$ cat src/rtl/pmcs_map.vh
// register indices, field positions and reset values of the power mode and clock select block
`ifndef PMCS_MAP_VH
`define PMCS_MAP_VH

// register word indices, byte address is four times the index
`define PMCS_IDX_PWR 10'h087
`define PMCS_IDX_DIV 10'h095
`define PMCS_IDX_IRQM 10'h060
`define PMCS_IDX_WDG 10'h061
`define PMCS_IDX_BOOT 10'h062
`define PMCS_IDX_STAT 10'h063

// power_ctrl_reg fields
`define PMCS_PWR_SLEEP 0
`define PMCS_PWR_PDOWN 1

// irq_mask_reg fields
`define PMCS_IRQM_EXT_LO 0
`define PMCS_IRQM_BOD 6
`define PMCS_IRQM_GATE 7

// wdog_ctrl_reg fields
`define PMCS_WDG_RUN 0

// clock_boot_config fields
`define PMCS_CFG_SRC_LO 0
`define PMCS_CFG_SRC_HI 1
`define PMCS_CFG_RCFS 3
`define PMCS_CFG_FILT 4
`define PMCS_CFG_WDOFF 7

// reset values
`define PMCS_RST_DIV 8'h00
`define PMCS_RST_BOOT 8'hff
`define PMCS_RST_IRQM 8'h00

// bus answers
`define PMCS_RESP_OK 2'h0
`define PMCS_RESP_ERR 2'h2
`endif

$ cat src/rtl/pmcs_top.v
// power mode and clock select control with an axi4-lite register slave
//
// Chosen here: register access over AXI4-Lite.
`timescale 1ns/1ps
`include "pmcs_map.vh"

// Overview of operation
// - sleep holds program counter, registers keep contents
// - sleep freezes port pins at entry levels
// - peripheral clocks keep running during sleep
// - writing sleep request bit enters sleep
// - enabled interrupt clears sleep bit, runs service
// - non-software resets also end sleep
// - power-down stops system clock entirely
// - writing power-down request bit enters power-down
// - power-down keeps ram and port latches
// - non-software resets end power-down; brownout conditional
// - pin or power-on reset restarts from vector
// - enabled external pin with gate wakes clock
// - interrupt wake runs service then resumes
// - brownout interrupt wakes if detector stays enabled
// - rc frequency bit one bypasses divide-by-two
// - filter bit enables oscillator input filter
// - watchdog run bit loads inverse boot bit
// - eight-bit clock divider register, resets zero
// - power-down bit cleared by hardware on wake
// - both bits set gives power-down only
// - watchdog counter cleared on entry and wake
module pmcs_top #(
   parameter EXT_PINS = 2,
   parameter INT_SRCS = 4
) (
   // clock and reset
   input wire clk_sys,
   input wire rstn,
   // axi4-lite write address and data
   input wire [11:0] s_axi_awaddr,
   input wire s_axi_awvalid,
   output reg s_axi_awready,
   input wire [31:0] s_axi_wdata,
   input wire [3:0] s_axi_wstrb,
   input wire s_axi_wvalid,
   output reg s_axi_wready,
   // axi4-lite write response
   output reg [1:0] s_axi_bresp,
   output reg s_axi_bvalid,
   input wire s_axi_bready,
   // axi4-lite read
   input wire [11:0] s_axi_araddr,
   input wire s_axi_arvalid,
   output reg s_axi_arready,
   output reg [31:0] s_axi_rdata,
   output reg [1:0] s_axi_rresp,
   output reg s_axi_rvalid,
   input wire s_axi_rready,
   // boot configuration byte and brownout detector status
   input wire [7:0] cfg_boot,
   input wire bod_det_en,
   input wire bod_irq,
   // interrupt sources
   input wire [EXT_PINS-1:0] ext_irq_pin,
   input wire [INT_SRCS-1:0] irq_src,
   // reset source events, one cycle each
   input wire rst_pin_evt,
   input wire rst_por_evt,
   input wire rst_bod_evt,
   input wire rst_sw_evt,
   // power state controls
   output reg cpu_hold,
   output reg port_hold,
   output reg periph_clk_en,
   output reg sys_clk_en,
   output reg wdog_clear,
   output reg cpu_restart,
   output reg wake_irq,
   // clock source controls
   output reg clk_src_rc,
   output reg clk_src_ext,
   output reg clk_src_xtal,
   output reg rc_div2_bypass,
   output reg input_clk_filter_en,
   output reg wdog_run_bit,
   output reg [7:0] clock_divider
);

   // power states and top bit index of the interrupt vector
   localparam ST_RUN = 2'b00;
   localparam ST_SLEEP = 2'b01;
   localparam ST_PDOWN = 2'b10;
   localparam NIRQ = EXT_PINS + INT_SRCS;

   // state, request, configuration and bus capture registers
   reg [1:0] state_q;
   reg [1:0] state_d;
   reg sleep_req_q;
   reg pdown_req_q;
   reg bod_entry_q;
   reg [7:0] irq_mask_q;
   reg [7:0] boot_cfg_q;
   reg cfg_taken_q;
   reg aw_got_q;
   reg w_got_q;
   reg [9:0] aw_idx_q;
   reg [31:0] wdata_q;
   reg [3:0] wstrb_q;
   reg [EXT_PINS-1:0] ext_s1_q;
   reg [EXT_PINS-1:0] ext_s2_q;
   reg [EXT_PINS-1:0] ext_s3_q;
   reg [EXT_PINS-1:0] ext_lvl_q;
   reg [31:0] rd_d;
   reg rd_ok;

   // wake decisions and write strobes
   wire do_wr;
   wire [NIRQ:0] irq_vec;
   wire gate;
   wire sleep_wake;
   wire pd_wake;
   wire rst_wake;
   wire irq_wake;
   wire any_rst;
   wire wr_pwr;
   wire wr_ok;
   wire [7:0] boot_now;

   // external pins pass three flops, a change counts when the last two agree
   always @(posedge clk_sys) begin
      if (!rstn) begin
         ext_s1_q <= {EXT_PINS{1'b0}};
         ext_s2_q <= {EXT_PINS{1'b0}};
         ext_s3_q <= {EXT_PINS{1'b0}};
         ext_lvl_q <= {EXT_PINS{1'b0}};
      end else begin
         ext_s1_q <= ext_irq_pin;
         ext_s2_q <= ext_s1_q;
         ext_s3_q <= ext_s2_q;
         // hold the level while flops two and three disagree, so a one-cycle glitch is dropped
         ext_lvl_q <= (ext_lvl_q & (ext_s2_q ^ ext_s3_q)) | (ext_s3_q & ~(ext_s2_q ^ ext_s3_q));
      end
   end

   // wake decisions
   assign irq_vec = {bod_irq, irq_src, ext_lvl_q};
   assign gate = irq_mask_q[`PMCS_IRQM_GATE];
   assign sleep_wake = gate && |(irq_vec & irq_mask_q[NIRQ:0]);
   assign pd_wake = gate && (|(ext_lvl_q & irq_mask_q[EXT_PINS-1:0]) ||
      (bod_irq && irq_mask_q[`PMCS_IRQM_BOD] && bod_det_en && bod_entry_q));
   assign rst_wake = rst_pin_evt || rst_por_evt ||
      (rst_bod_evt && (state_q != ST_PDOWN || bod_entry_q));
   assign irq_wake = (state_q == ST_SLEEP && sleep_wake) || (state_q == ST_PDOWN && pd_wake);
   assign any_rst = rst_pin_evt || rst_por_evt || rst_bod_evt || rst_sw_evt;

   // power state machine
   always @* begin
      state_d = state_q;
      case (state_q)
         ST_RUN: begin
            if (pdown_req_q)
               state_d = ST_PDOWN;
            else if (sleep_req_q)
               state_d = ST_SLEEP;
         end
         ST_SLEEP: begin
            if (rst_wake || sleep_wake)
               state_d = ST_RUN;
         end
         ST_PDOWN: begin
            if (rst_wake || pd_wake)
               state_d = ST_RUN;
         end
         default: state_d = ST_RUN;
      endcase
   end

   // state register; detector enable remembered on entry to power-down
   always @(posedge clk_sys) begin
      if (!rstn) begin
         state_q <= ST_RUN;
         bod_entry_q <= 1'b0;
      end else begin
         state_q <= state_d;
         if (state_q == ST_RUN && state_d == ST_PDOWN)
            bod_entry_q <= bod_det_en;
      end
   end

   // request bits: hardware clears on wake, a write in the same cycle wins
   assign wr_pwr = do_wr && aw_idx_q == `PMCS_IDX_PWR && wstrb_q[0];
   always @(posedge clk_sys) begin
      if (!rstn) begin
         sleep_req_q <= 1'b0;
         pdown_req_q <= 1'b0;
      end else begin
         if (state_q != ST_RUN && state_d == ST_RUN) begin
            sleep_req_q <= 1'b0;
            pdown_req_q <= 1'b0;
         end
         if (wr_pwr) begin
            sleep_req_q <= wdata_q[`PMCS_PWR_SLEEP];
            pdown_req_q <= wdata_q[`PMCS_PWR_PDOWN];
         end
      end
   end

   // gating outputs and wake pulses
   // outputs are registered from the next state so they switch together with state_q
   always @(posedge clk_sys) begin
      if (!rstn) begin
         cpu_hold <= 1'b0;
         port_hold <= 1'b0;
         periph_clk_en <= 1'b1;
         sys_clk_en <= 1'b1;
         wdog_clear <= 1'b0;
         cpu_restart <= 1'b0;
         wake_irq <= 1'b0;
      end else begin
         cpu_hold <= state_d != ST_RUN;
         port_hold <= state_d != ST_RUN;
         periph_clk_en <= state_d != ST_PDOWN;
         sys_clk_en <= state_d != ST_PDOWN;
         wdog_clear <= state_d != state_q;
         cpu_restart <= state_q != ST_RUN && rst_wake && (rst_pin_evt || rst_por_evt);
         wake_irq <= irq_wake && !rst_wake;
      end
   end

   // boot configuration capture and clock source decode
   // decode the live byte in the capture cycle so the source never flips after reset
   assign boot_now = cfg_taken_q ? boot_cfg_q : cfg_boot;
   always @(posedge clk_sys) begin
      if (!rstn) begin
         boot_cfg_q <= `PMCS_RST_BOOT;
         cfg_taken_q <= 1'b0;
         clk_src_rc <= 1'b0;
         clk_src_ext <= 1'b0;
         clk_src_xtal <= 1'b0;
         rc_div2_bypass <= 1'b0;
         input_clk_filter_en <= 1'b0;
      end else begin
         if (!cfg_taken_q) begin
            boot_cfg_q <= cfg_boot;
            cfg_taken_q <= 1'b1;
         end
         clk_src_rc <= boot_now[`PMCS_CFG_SRC_HI] && boot_now[`PMCS_CFG_SRC_LO];
         clk_src_ext <= boot_now[`PMCS_CFG_SRC_HI] && !boot_now[`PMCS_CFG_SRC_LO];
         clk_src_xtal <= !boot_now[`PMCS_CFG_SRC_HI];
         rc_div2_bypass <= boot_now[`PMCS_CFG_RCFS];
         input_clk_filter_en <= boot_now[`PMCS_CFG_FILT];
      end
   end

   // software registers: divider, interrupt mask, watchdog run bit
   // a reset event in the same cycle as a write to the run bit wins
   assign wr_ok = do_wr && wstrb_q[0];
   always @(posedge clk_sys) begin
      if (!rstn) begin
         clock_divider <= `PMCS_RST_DIV;
         irq_mask_q <= `PMCS_RST_IRQM;
         wdog_run_bit <= 1'b0;
      end else begin
         if (wr_ok && aw_idx_q == `PMCS_IDX_DIV)
            clock_divider <= wdata_q[7:0];
         if (wr_ok && aw_idx_q == `PMCS_IDX_IRQM)
            irq_mask_q <= wdata_q[7:0];
         if (wr_ok && aw_idx_q == `PMCS_IDX_WDG)
            wdog_run_bit <= wdata_q[`PMCS_WDG_RUN];
         if (!cfg_taken_q)
            wdog_run_bit <= !cfg_boot[`PMCS_CFG_WDOFF];
         else if (any_rst)
            wdog_run_bit <= !boot_cfg_q[`PMCS_CFG_WDOFF];
      end
   end

   // write channel: address and data taken in either order, then one response
   // lane 0 strobe low still answers okay; unmapped words answer with an error
   assign do_wr = aw_got_q && w_got_q && !s_axi_bvalid;
   always @(posedge clk_sys) begin
      if (!rstn) begin
         s_axi_awready <= 1'b0;
         s_axi_wready <= 1'b0;
         s_axi_bvalid <= 1'b0;
         s_axi_bresp <= `PMCS_RESP_OK;
         aw_got_q <= 1'b0;
         w_got_q <= 1'b0;
         aw_idx_q <= 10'h000;
         wdata_q <= 32'h00000000;
         wstrb_q <= 4'h0;
      end else begin
         s_axi_awready <= !s_axi_awready && s_axi_awvalid && !aw_got_q && !s_axi_bvalid;
         s_axi_wready <= !s_axi_wready && s_axi_wvalid && !w_got_q && !s_axi_bvalid;
         if (s_axi_awvalid && s_axi_awready) begin
            aw_got_q <= 1'b1;
            aw_idx_q <= s_axi_awaddr[11:2];
         end
         if (s_axi_wvalid && s_axi_wready) begin
            w_got_q <= 1'b1;
            wdata_q <= s_axi_wdata;
            wstrb_q <= s_axi_wstrb;
         end
         if (do_wr) begin
            aw_got_q <= 1'b0;
            w_got_q <= 1'b0;
            s_axi_bvalid <= 1'b1;
            s_axi_bresp <= (aw_idx_q == `PMCS_IDX_PWR || aw_idx_q == `PMCS_IDX_DIV ||
                            aw_idx_q == `PMCS_IDX_IRQM || aw_idx_q == `PMCS_IDX_WDG ||
                            aw_idx_q == `PMCS_IDX_BOOT || aw_idx_q == `PMCS_IDX_STAT) ?
                           `PMCS_RESP_OK : `PMCS_RESP_ERR;
         end else if (s_axi_bvalid && s_axi_bready) begin
            s_axi_bvalid <= 1'b0;
         end
      end
   end

   // read data mux, unmapped words answer with an error and zero data
   always @* begin
      rd_d = 32'h00000000;
      rd_ok = 1'b1;
      case (s_axi_araddr[11:2])
         `PMCS_IDX_PWR: rd_d[1:0] = {pdown_req_q, sleep_req_q};
         `PMCS_IDX_DIV: rd_d[7:0] = clock_divider;
         `PMCS_IDX_IRQM: rd_d[7:0] = irq_mask_q;
         `PMCS_IDX_WDG: rd_d[0] = wdog_run_bit;
         `PMCS_IDX_BOOT: rd_d[7:0] = boot_cfg_q;
         `PMCS_IDX_STAT: rd_d[3:0] = {cfg_taken_q, bod_entry_q, state_q};
         default: rd_ok = 1'b0;
      endcase
   end

   // read channel
   always @(posedge clk_sys) begin
      if (!rstn) begin
         s_axi_arready <= 1'b0;
         s_axi_rvalid <= 1'b0;
         s_axi_rdata <= 32'h00000000;
         s_axi_rresp <= `PMCS_RESP_OK;
      end else begin
         s_axi_arready <= !s_axi_arready && s_axi_arvalid && !s_axi_rvalid;
         if (s_axi_arvalid && s_axi_arready) begin
            s_axi_rvalid <= 1'b1;
            s_axi_rdata <= rd_d;
            s_axi_rresp <= rd_ok ? `PMCS_RESP_OK : `PMCS_RESP_ERR;
         end else if (s_axi_rvalid && s_axi_rready) begin
            s_axi_rvalid <= 1'b0;
         end
      end
   end

endmodule // pmcs_top

$ cat config.mk
export PLATFORM = sky130hd
export DESIGN_NAME = pmcs_top
export DESIGN_NICKNAME = d
export VERILOG_FILES = /design/src/rtl/pmcs_top.v
export VERILOG_INCLUDE_DIRS = /design/src /design/src/rtl
export SDC_FILE = /design/constraint.sdc
export NUM_CORES = 1
export LEC_CHECK = 0
export BUFFER_PORTS_ARGS = -buffer_cell sky130_fd_sc_hd__buf_2
export CAP_MARGIN = 40
export CORE_MARGIN = 4
export CORE_UTILIZATION = 30
export DETAILED_ROUTE_END_ITERATION = 12
export PLACE_DENSITY = 0.58
export SYNTH_ARGS = -nofsm -noshare
export SYNTH_HDL_FRONTEND = slang
export SYNTH_SLANG_ARGS = --single-unit
$ cat constraint.sdc
create_clock -name clk_sys -period 5.05 [get_ports clk_sys]
set_clock_uncertainty 0.2 [all_clocks]
set_input_delay 0.505 -clock clk_sys [delete_from_list [all_inputs] [get_ports clk_sys]]
set_output_delay 0.505 -clock clk_sys [all_outputs]
set_load 0.01 [all_outputs]
# Yosys cells after proc, flatten, opt, wreduce, memory -nomap -nowiden
# Cells that the tools add are included.
# totals
latch_bits	0
output_inout_bits	62
ff_bits	87
n_memories	0
ramBits	0
mem_bits_ro	0
inputBits	87
elab_cells	161
# op_classes
n_mul	0
order_cmp	0
n_shift	0
n_eq_ne	19
mux	24
bitwise_logic	8
div	0
n_reduce_logical	73
addsub	0
# op_table
op	count
equality test 10 x 7 -> 1 bit (second input constant)	8
equality test 10 x 8 -> 1 bit (second input constant)	4
logical AND 1 bit	36
logical OR 1 bit	14
logical NOT 1 bit	12
2-to-1 mux 1 bit	12
2-to-1 mux 2 bit	6
case mux 4 bit (3 select lines)	1
nonzero test 2 bit	5
case mux 2 bit (4 select lines)	1
AND 7 bit	1
OR reduction 7 bit	1
AND 2 bit	3
case mux 1 bit (6 select lines)	1
case mux 2 bit (3 select lines)	1
OR reduction 6 bit	1
2-to-1 mux 5 bit	1
case mux 1 bit (5 select lines)	1
equality test 2 bit (second input constant)	2
logical NOT 2 bit	2
inequality test 2 bit (second input constant)	2
OR reduction 2 bit	2
inequality test 3 x 1 -> 1 bit (second input constant)	1
equality test 2 x 1 -> 1 bit (second input constant)	1
other kinds (5)	5

# Logic depth before layout (Yosys ltp)
# Gate-level depths: netlist of run 1.
# logic_depth
ltp_word	12
mapped_depth	7
mapped_depth_nobuf	4

# Worst setup path after synthesis of run 1
# No wires, ideal clock.
# synth_path
path_kind	input-to-reg
startpoint	input s_axi_araddr[3]
endpoint	register s_axi_rdata[6]
arrival_time_ns	1.418
t_required_ns	4.720
setup_ns	0.130
stages	5
path_slack_ns	3.302
n_path_buf	2
cell_sequence	buf_2 buf_2 mux2_2 a22oi_1 o21ai_0
# synth_via
elab_chain_cells	2
word_cells_on_any_way	4
classes_between	eq/ne: 3; mux: 1
# synth_lines
element	line	rtl
start: declaration	pmcs_top.v:49	input wire [11:0] s_axi_araddr,
equality test 10 x 7 -> 1 bit or equality test 10 x 8 -> 1 bit (tied branches)	pmcs_top.v:318	case (s_axi_araddr[11:2])
case mux 4 bit (3 select lines) *	pmcs_top.v:318	
end signal: assignment	pmcs_top.v:340	s_axi_rdata <= rd_d;
end: declaration	pmcs_top.v:52	output reg [31:0] s_axi_rdata,
# Every way passes the cells marked *; elsewhere a longest branch is shown, timed or not.
# A chain may end at the register's enable or synchronous reset.

==> flow_summary.json, run 1 <==
{
  "status": "finished, final reports clean",
  "cts.clk_slew.worst_paths_ns": 0.07,
  "grt-ovfl-total": 0,
  "synth_edf_count": 0,
  "p_per_area_nw_per_um2": 314.9,
  "io_pins": 149,
  "grt_max_degree": 53,
  "period_needed_ns": 2.102,
  "crit_path_start_kind": "primary input",
  "cts_tree": "built",
  "fin_ws_ns": 2.948,
  "instances_no_fill": 691,
  "diodes": 0,
  "post_drt_wl_per_cell_um": 14.87,
  "worstPathRequired_ns": 5.11,
  "ir_worst_vdd_uv": 182.8,
  "wl_mm": 10.27,
  "post_cts_buffers": 0,
  "grt_pass1_vias": 3189,
  "finalCoreUtilization_pct": 37.19,
  "num_rows": 40,
  "synth_area_um2": 3810,
  "ys_types": 58,
  "drt-initial-drc-count": 188,
  "min_path_type": "in2reg",
  "clk_latency_ns": 0.34,
  "coreArea_um2": 12210,
  "dp_cells": 675,
  "drc": 0,
  "initial_utilization_pct": 31.20,
  "setup_tns_ns": 0,
  "htreeDepth": 3,
  "die_x_um": 120.7,
  "antenna_found_initial": 0,
  "route.antenna.remaining_nets": 0,
  "slew_headroom_pct": 58.62,
  "leakagePower_nw": 1.784,
  "critPathArrivalTime_ns": 2.16,
  "routed-via-count": 3334,
  "crit_fanout": 52,
  "cp-end-kind": "flip-flop",
  "numCtsBuffers": 9,
  "synth-warning-count": 0,
  "power_mw": 1.430,
  "post-place-ws_ns": 2.621,
  "drv_slew": 0,
  "synth_top_flop_cell": "dfxtp_1",
  "ys_ff_latch": 85,
  "netlist.area_leader.share_pct": 44.66,
  "whs_ns": 0.1701,
  "max_freq_mhz": 475.8,
  "hpwlAfterDp_mm": 7.813,
  "dieArea_um2": 14570,
  "final_cell_area_um2": 4542,
  "critPathKind": "in2reg",
  "firstDrtPassIters": 4,
  "io_buffer_count": 91,
  "areaGrowthSynthToFinish_pct": 19.21,
  "fillers": 1298,
  "setup_violations": 0,
  "cts_root_buf": "clkbuf_16",
  "syn_area_per_cell_um2": 8.659,
  "layout-drive-gt1-share_pct": 23.71,
  "clk_path_buf_depth": 2,
  "async_reset_ff_share_pct": 0,
  "grt_first_pass_wirelength_mm": 16.66,
  "yosys-top-cells-area": "dfxtp_1 45%, a21oi_1 6.3%, nand2_1 6.1%, buf_4 5.5%, o21ai_0 5.1%",
  "final-hold-violation-count": 0,
  "yosysMostFrequentCell": "dfxtp_1",
  "synth_cells": 440,
  "ctsHoldBuffers": 0,
  "place_area_um2": 4255,
  "seq_area_frac_synth_pct": 44.66,
  "synth_top_area_cell": "dfxtp_1",
  "nets": 605,
  "fp.dieH_um": 120.7,
  "routed_via_density": 4.825,
  "rsz0062_at_grt": "false",
  "grt_use_total_pct": 14.55,
  "ys_top_cells_by_count": "85 x dfxtp_1, 62 x nand2_1, 48 x a21oi_1",
  "cap_violations": 0,
  "finalCritPeriodShare_pct": 41.62,
  "cts_num_sinks": 85,
  "tightest_slew_ns": 0.6174,
  "place_congestion": 0.8395,
  "cts_resized": 0
}
-- sequential cells by signal, indices dropped and copies added (netlist names), 2 cells and up, named ones only --
name,cells
wdata_q,8
ext_s1_q,2
s_axi_rdata,8
aw_idx_q,10
clock_divider,8
state_q,2
ext_s2_q,2
boot_cfg_q,8
irq_mask_q,8
ext_s3_q,2
-- worst max-delay path, cell delays in order --
cell and delay, ns:
buf_2 0.46, clkinv_1 0.13, buf_4 0.31, nor2_1 0.47, nand2_1 0.10, a22oi_1 0.17
-- layout by cell type, fill, tap and decap left out, drive strengths merged, types with 4 or more instances in the layout --
| master | count |
|---|---|
| nor3 | 8 |
| nor2b | 5 |
| and2 | 11 |
| mux2 | 4 |
| conb | 26 |
| and3 | 4 |
| clkinvlp | 4 |
| buf | 92 |
| inv | 8 |
| nor2 | 12 |
| o21ai | 39 |
| nand4 | 11 |
| mux2i | 11 |
| nand2b | 5 |
| dfxtp | 85 |
| clkbuf | 10 |
| nand3 | 22 |
| a21oi | 48 |
| nand2 | 62 |
| a22oi | 11 |
-- cell type report --
type	count	area, um^2	area share (%)
Clock buffer	10	239.0	5.262
Clock inverter	6	47.55	1.047
Inverter	9	33.78	0.7438
Multi-Input combinational cell	321	1847	40.66
Sequential cell	85	1702	37.47
Tap cell	168	210.2	4.628
Timing Repair Buffer	92	462.9	10.19
-- cells by family (layout without fill, tap and decap cells) --
family / count (synthesis) / in the layout / share of synthesized area [%]
AND/OR/NAND/NOR: 158 / 158 / 22.43
AO/OA/AOI/OAI: 121 / 121 / 19.18
flip-flops: 85 / 85 / 44.66
buffers and inverters: 59 / 117 / 9.327
multiplexers: 15 / 15 / 4.072
other: 1 / 26 / 0.09843
XOR/XNOR: 1 / 1 / 0.2299
-- per-layer routing --
layer / up-vias / global-route usage, % / routed length, um
met5: - / 0 / 0
met2: 110 / 23.09 / 4692
met1: 1520 / 19.04 / 4746
li1: 1685 / - / -
met4: 0 / 3.895 / 218
met3: 19 / 4.771 / 615
-- final timing paths --
| kind | start | to | slack, ns | cells after the start |
|---|---|---|---|---|
| max | rstn | s_axi_rdata[2]$_SDFFE_PN0P_ | 2.95 | 6 |
| min | ext_irq_pin[0] | ext_s1_q[0]$_SDFF_PN0_ | 0.17 | 2 |
| max reg2reg | s_axi_bvalid$_SDFFE_PN0P_ | clock_divider[3]$_SDFFE_PN0P_ | 3.01 | 4 |
| min reg2reg | ext_s1_q[1]$_SDFF_PN0_ | ext_s2_q[1]$_SDFF_PN0_ | 0.23 | 1 |
-- power by group --
| part | internal (mW) | switching [mW] | total, mW |
|---|---|---|---|
| Combinational | 0.0404 | 0.0628 | 0.103 |
| Sequential | 0.688 | 0.0130 | 0.701 |
| Clock | 0.349 | 0.277 | 0.626 |
| Total | 1.08 | 0.353 | 1.43 |
(Power assumes the default switching activity.)
==> inputs of run 2 (changes only) <==
clock period = 2.1 ns   (was 5.05 ns; I/O delays follow)
==> flow_summary.json, run 2 (synthesis gave the netlist of run 1 again) <==
{
  "status": "finished, final reports clean",
  "place_congestion": 0.8329,
  "min_path_type": "in2reg",
  "max_freq_mhz": 521.9,
  "cts_resized": 0,
  "post_drt_wl_per_cell_um": 14.38,
  "post-place-ws_ns": 0.3667,
  "cts_root_buf": "clkbuf_16",
  "wl_mm": 10.56,
  "grt_use_total_pct": 14.66,
  "grt_max_degree": 30,
  "leakagePower_nw": 1.971,
  "critPathArrivalTime_ns": 1.98,
  "final-hold-violation-count": 0,
  "rsz0062_at_grt": "false",
  "cap_violations": 0,
  "hpwlAfterDp_mm": 7.982,
  "drv_slew": 0,
  "whs_ns": 0.01423,
  "io_pins": 149,
  "fin_ws_ns": 0.1838,
  "htreeDepth": 3,
  "p_per_area_nw_per_um2": 706.0,
  "largest-register": "aw_idx_q",
  "coreArea_um2": 12210,
  "numCtsBuffers": 9,
  "critPathKind": "in2reg",
  "finalCoreUtilization_pct": 40.58,
  "period_needed_ns": 1.916,
  "finalCritPeriodShare_pct": 91.25,
  "drt-initial-drc-count": 313,
  "routed-via-count": 3473,
  "cts_tree": "built",
  "antenna_found_initial": 0,
  "place_area_um2": 4293,
  "final_common_cell": "buf_2",
  "clk_path_buf_depth": 2,
  "grt_pass1_vias": 3286,
  "drc": 0,
  "io_buffer_count": 91,
  "setup_violations": 0,
  "crit_fanout": 17,
  "routed_via_density": 4.732,
  "post_cts_buffers": 0,
  "whs_path_depth": 3,
  "num_rows": 40,
  "fillers": 1258,
  "route.antenna.remaining_nets": 0,
  "crit_path_start_kind": "primary input",
  "dieArea_um2": 14570,
  "die_x_um": 120.7,
  "ctsHoldBuffers": 38,
  "slew_headroom_pct": 63.83,
  "cts_num_sinks": 85,
  "ir_worst_vdd_uv": 366.2,
  "diodes": 0,
  "clk_latency_ns": 0.34,
  "cp-end-kind": "flip-flop",
  "fp.dieH_um": 120.7,
  "grt-ovfl-total": 0,
  "setup_tns_ns": 0,
  "grt_first_pass_wirelength_mm": 16.91,
  "firstDrtPassIters": 4,
  "final_cell_area_um2": 4956,
  "worstPathRequired_ns": 2.16,
  "largest_reg_flops": 10,
  "layout_common_cells": "91 x buf_2, 85 x dfxtp_1, 62 x nand2_1",
  "areaGrowthSynthToFinish_pct": 30.08,
  "layout-drive-gt1-share_pct": 22.79,
  "nets": 648,
  "initial_utilization_pct": 31.20,
  "r2r_cells": 4,
  "cts.clk_slew.worst_paths_ns": 0.07,
  "tightest_slew_ns": 0.5406
}
## run 2: metal layers
layer / vias up / share of wire, % / track usage [%]
li1: 1760 / - / -
met1: 1602 / 47 / 19.66
met2: 102 / 47 / 23.72
met3: 9 / 5.8 / 3.695
met4: 0 / 0.56 / 3.470
met5: - / 0 / 0
## run 2: where the power goes
part	switching [mW]	internal, mW	total [mW]	leakage (nW)
logic	0.164	0.146	0.311	1.15
registers	0.0282	1.65	1.68	0.692
clock network	0.689	0.817	1.51	0.134
## run 2: area by class of cell
class | count | area, um^2 | area share (%)
Multi-Input combinational cell | 321 | 1847 | 37.26
Sequential cell | 85 | 1702 | 34.33
Timing Repair Buffer | 135 | 880.8 | 17.77
Clock buffer | 9 | 225.2 | 4.544
Tap cell | 168 | 210.2 | 4.241
Clock inverter | 7 | 57.56 | 1.161
Inverter | 9 | 33.78 | 0.6816
## run 2: through the flow
stage	power, mW	cells
2_1_floorplan	1.896	465
3_3_place_gp	1.970	680
6_report	3.499	734
5_1_grt	3.665	734
3_5_place_dp	1.976	680
4_1_cts	3.552	734
## run 2: worst paths after layout
path | start | to | slack (ns)
worst max-delay path | rstn | s_axi_rdata[3]$_SDFFE_PN0P_ | 0.18
worst min register to register | ext_s1_q[0]$_SDFF_PN0_ | ext_s2_q[0]$_SDFF_PN0_ | 0.23
worst max register to register | irq_mask_q[0]$_SDFFE_PN0P_ | sleep_req_q$_SDFFE_PN0P_ | 0.35
worst min-delay path | s_axi_araddr[11] | s_axi_rresp[1]$_SDFFE_PN0P_ | 0.01
## run 2: critical path, cell delays in order
cell and delay (ns):
dlygate4sd3_1 0.52, buf_2 0.34, clkinv_1 0.18, nor2_1 0.47, nand2_1 0.10, a22oi_1 0.16
==> inputs of run 3 (changes only) <==
clock period = 2.4 ns   (was 2.1 ns; I/O delays follow)
==> flow_summary.json, run 3 (synthesis gave the netlist of run 1 again) <==
{
  "cts_tree": "built",
  "grt_max_degree": 52,
  "grt_use_total_pct": 14.09,
  "finalCritPeriodShare_pct": 80.84,
  "largest_reg_flops": 10,
  "power_frac_comb_pct": 8.5,
  "slew_headroom_pct": 61.44,
  "dieArea_um2": 14570,
  "grt_pass1_vias": 3215,
  "grt-ovfl-total": 0,
  "grt_first_pass_wirelength_mm": 16.17,
  "leakagePower_nw": 1.951,
  "fillers": 1253,
  "p_int_mw": 2.295,
  "worstPathRequired_ns": 2.47,
  "diodes": 0,
  "instances_no_fill": 728,
  "firstDrtPassIters": 5,
  "critPathArrivalTime_ns": 2.01,
  "drc": 0,
  "p_per_area_nw_per_um2": 627.2,
  "routed_via_density": 4.777,
  "tightest_slew_ns": 0.5776,
  "crit_fanout": 17,
  "cts_resized": 0,
  "antenna_found_initial": 0,
  "drv_slew": 0,
  "io_pins": 149,
  "htreeDepth": 3,
  "cp-end-kind": "flip-flop",
  "wl_mm": 10.39,
  "coreArea_um2": 12210,
  "ir_worst_vdd_uv": 322.7,
  "cts.clk_slew.worst_paths_ns": 0.07,
  "fp.dieH_um": 120.7,
  "nets": 642,
  "power.switching_uw": 783.7,
  "initial_utilization_pct": 31.20,
  "cap_violations": 0,
  "layout-drive-gt1-share_pct": 22.50,
  "cts_root_buf": "clkbuf_16",
  "max_freq_mhz": 515.4,
  "cts_num_sinks": 85,
  "numCtsBuffers": 9,
  "status": "finished, final reports clean",
  "layout_common_cells": "91 x buf_2, 85 x dfxtp_1, 62 x nand2_1",
  "hpwlAfterDp_mm": 7.853,
  "largest-register": "aw_idx_q",
  "dp_cells": 677,
  "final_common_cell": "buf_2",
  "setup_violations": 0,
  "crit_path_start_kind": "flip-flop",
  "post_drt_wl_per_cell_um": 14.28,
  "rsz0062_at_grt": "false",
  "setup_tns_ns": 0,
  "p_clk_share_pct": 43.5,
  "areaGrowthSynthToFinish_pct": 28.83,
  "period_needed_ns": 1.940,
  "p_sw_share_pct": 25.46,
  "route.antenna.remaining_nets": 0,
  "critPathKind": "reg2reg",
  "seq_power_share_pct": 47.9,
  "r2r_cells": 4,
  "clk_path_buf_depth": 2,
  "place_congestion": 0.8401,
  "final-hold-violation-count": 0,
  "io_buffer_count": 91,
  "drt-initial-drc-count": 200,
  "num_rows": 40,
  "whs_path_depth": 2,
  "clk_latency_ns": 0.34,
  "die_x_um": 120.7,
  "min_path_type": "in2reg",
  "routed-via-count": 3478
}
run 3: power by group through the flow:
| stage | combinational (mW) | clock (mW) | sequential (mW) |
|---|---|---|---|
| 3_5_place_dp | 0.218 | 0 | 1.51 |
| 5_1_grt | 0.291 | 1.43 | 1.48 |
| 4_1_cts | 0.263 | 1.37 | 1.48 |
| 6_report | 0.263 | 1.34 | 1.48 |
| 3_3_place_gp | 0.214 | 0 | 1.51 |
| 2_1_floorplan | 0.156 | 0 | 1.50 |
run 3: metal layers:
metal  routed length, um  track usage [%]  vias up
li1                    -                -     1748
met2                4972            23.23      102
met4                 123            4.108        0
met1                4684            17.84     1617
met3                 613            4.163       11
met5                   0                0        -
run 3: repair_timing:
item                      in CTS  in global routing
hold endpoints to repair      39                  0
setup buffers                  0                  0
hold buffers                  35                  0
run 3: through the flow:
stage | power [mW] | hold WS (ns) | cell area [um^2] | utilization [%] | setup WS, ns
2_1_floorplan | 1.659 | 0.06772 | 3904 | - | 0.7436
3_3_place_gp | 1.720 | 0.2178 | 4270 | 34.97 | 0.5528
3_5_place_dp | 1.726 | 0.2208 | 4270 | 34.97 | 0.4848
4_1_cts | 3.109 | 0.02597 | 4908 | 40.19 | 0.4625
5_1_grt | 3.197 | 0.04046 | 4908 | 40.19 | 0.3081
6_report | 3.079 | 0.03304 | 4908 | 40.19 | 0.4598
run 3: cell type report:
cell class | count | area, um^2 | share of cell area [%]
well taps | 168 | 210.2 | 4.282
flip-flops and latches | 85 | 1702 | 34.67
repair buffers | 129 | 828.3 | 16.87
multi-input cells | 321 | 1847 | 37.62
clock inverters | 7 | 62.56 | 1.275
clock buffers | 9 | 225.2 | 4.588
inverters | 9 | 33.78 | 0.6882
run 3: worst paths after layout:
path,start,to,slack [ns]
worst min-delay path,rstn,boot_cfg_q[5]$_SDFFE_PN1N_,0.03
worst max register to register,s_axi_bvalid$_SDFFE_PN0P_,wdog_run_bit$_SDFFE_PN0P_,0.46
worst max-delay path,s_axi_bvalid$_SDFFE_PN0P_,wdog_run_bit$_SDFFE_PN0P_,0.46
worst min register to register,ext_s1_q[0]$_SDFF_PN0_,ext_s2_q[0]$_SDFF_PN0_,0.23
run 3: worst max-delay path: stages (launching register included):
cell and delay (ns):
dfxtp_1 0.34, and3b_1 0.35, and4b_1 0.61, a41oi_1 0.19, a21oi_1 0.18
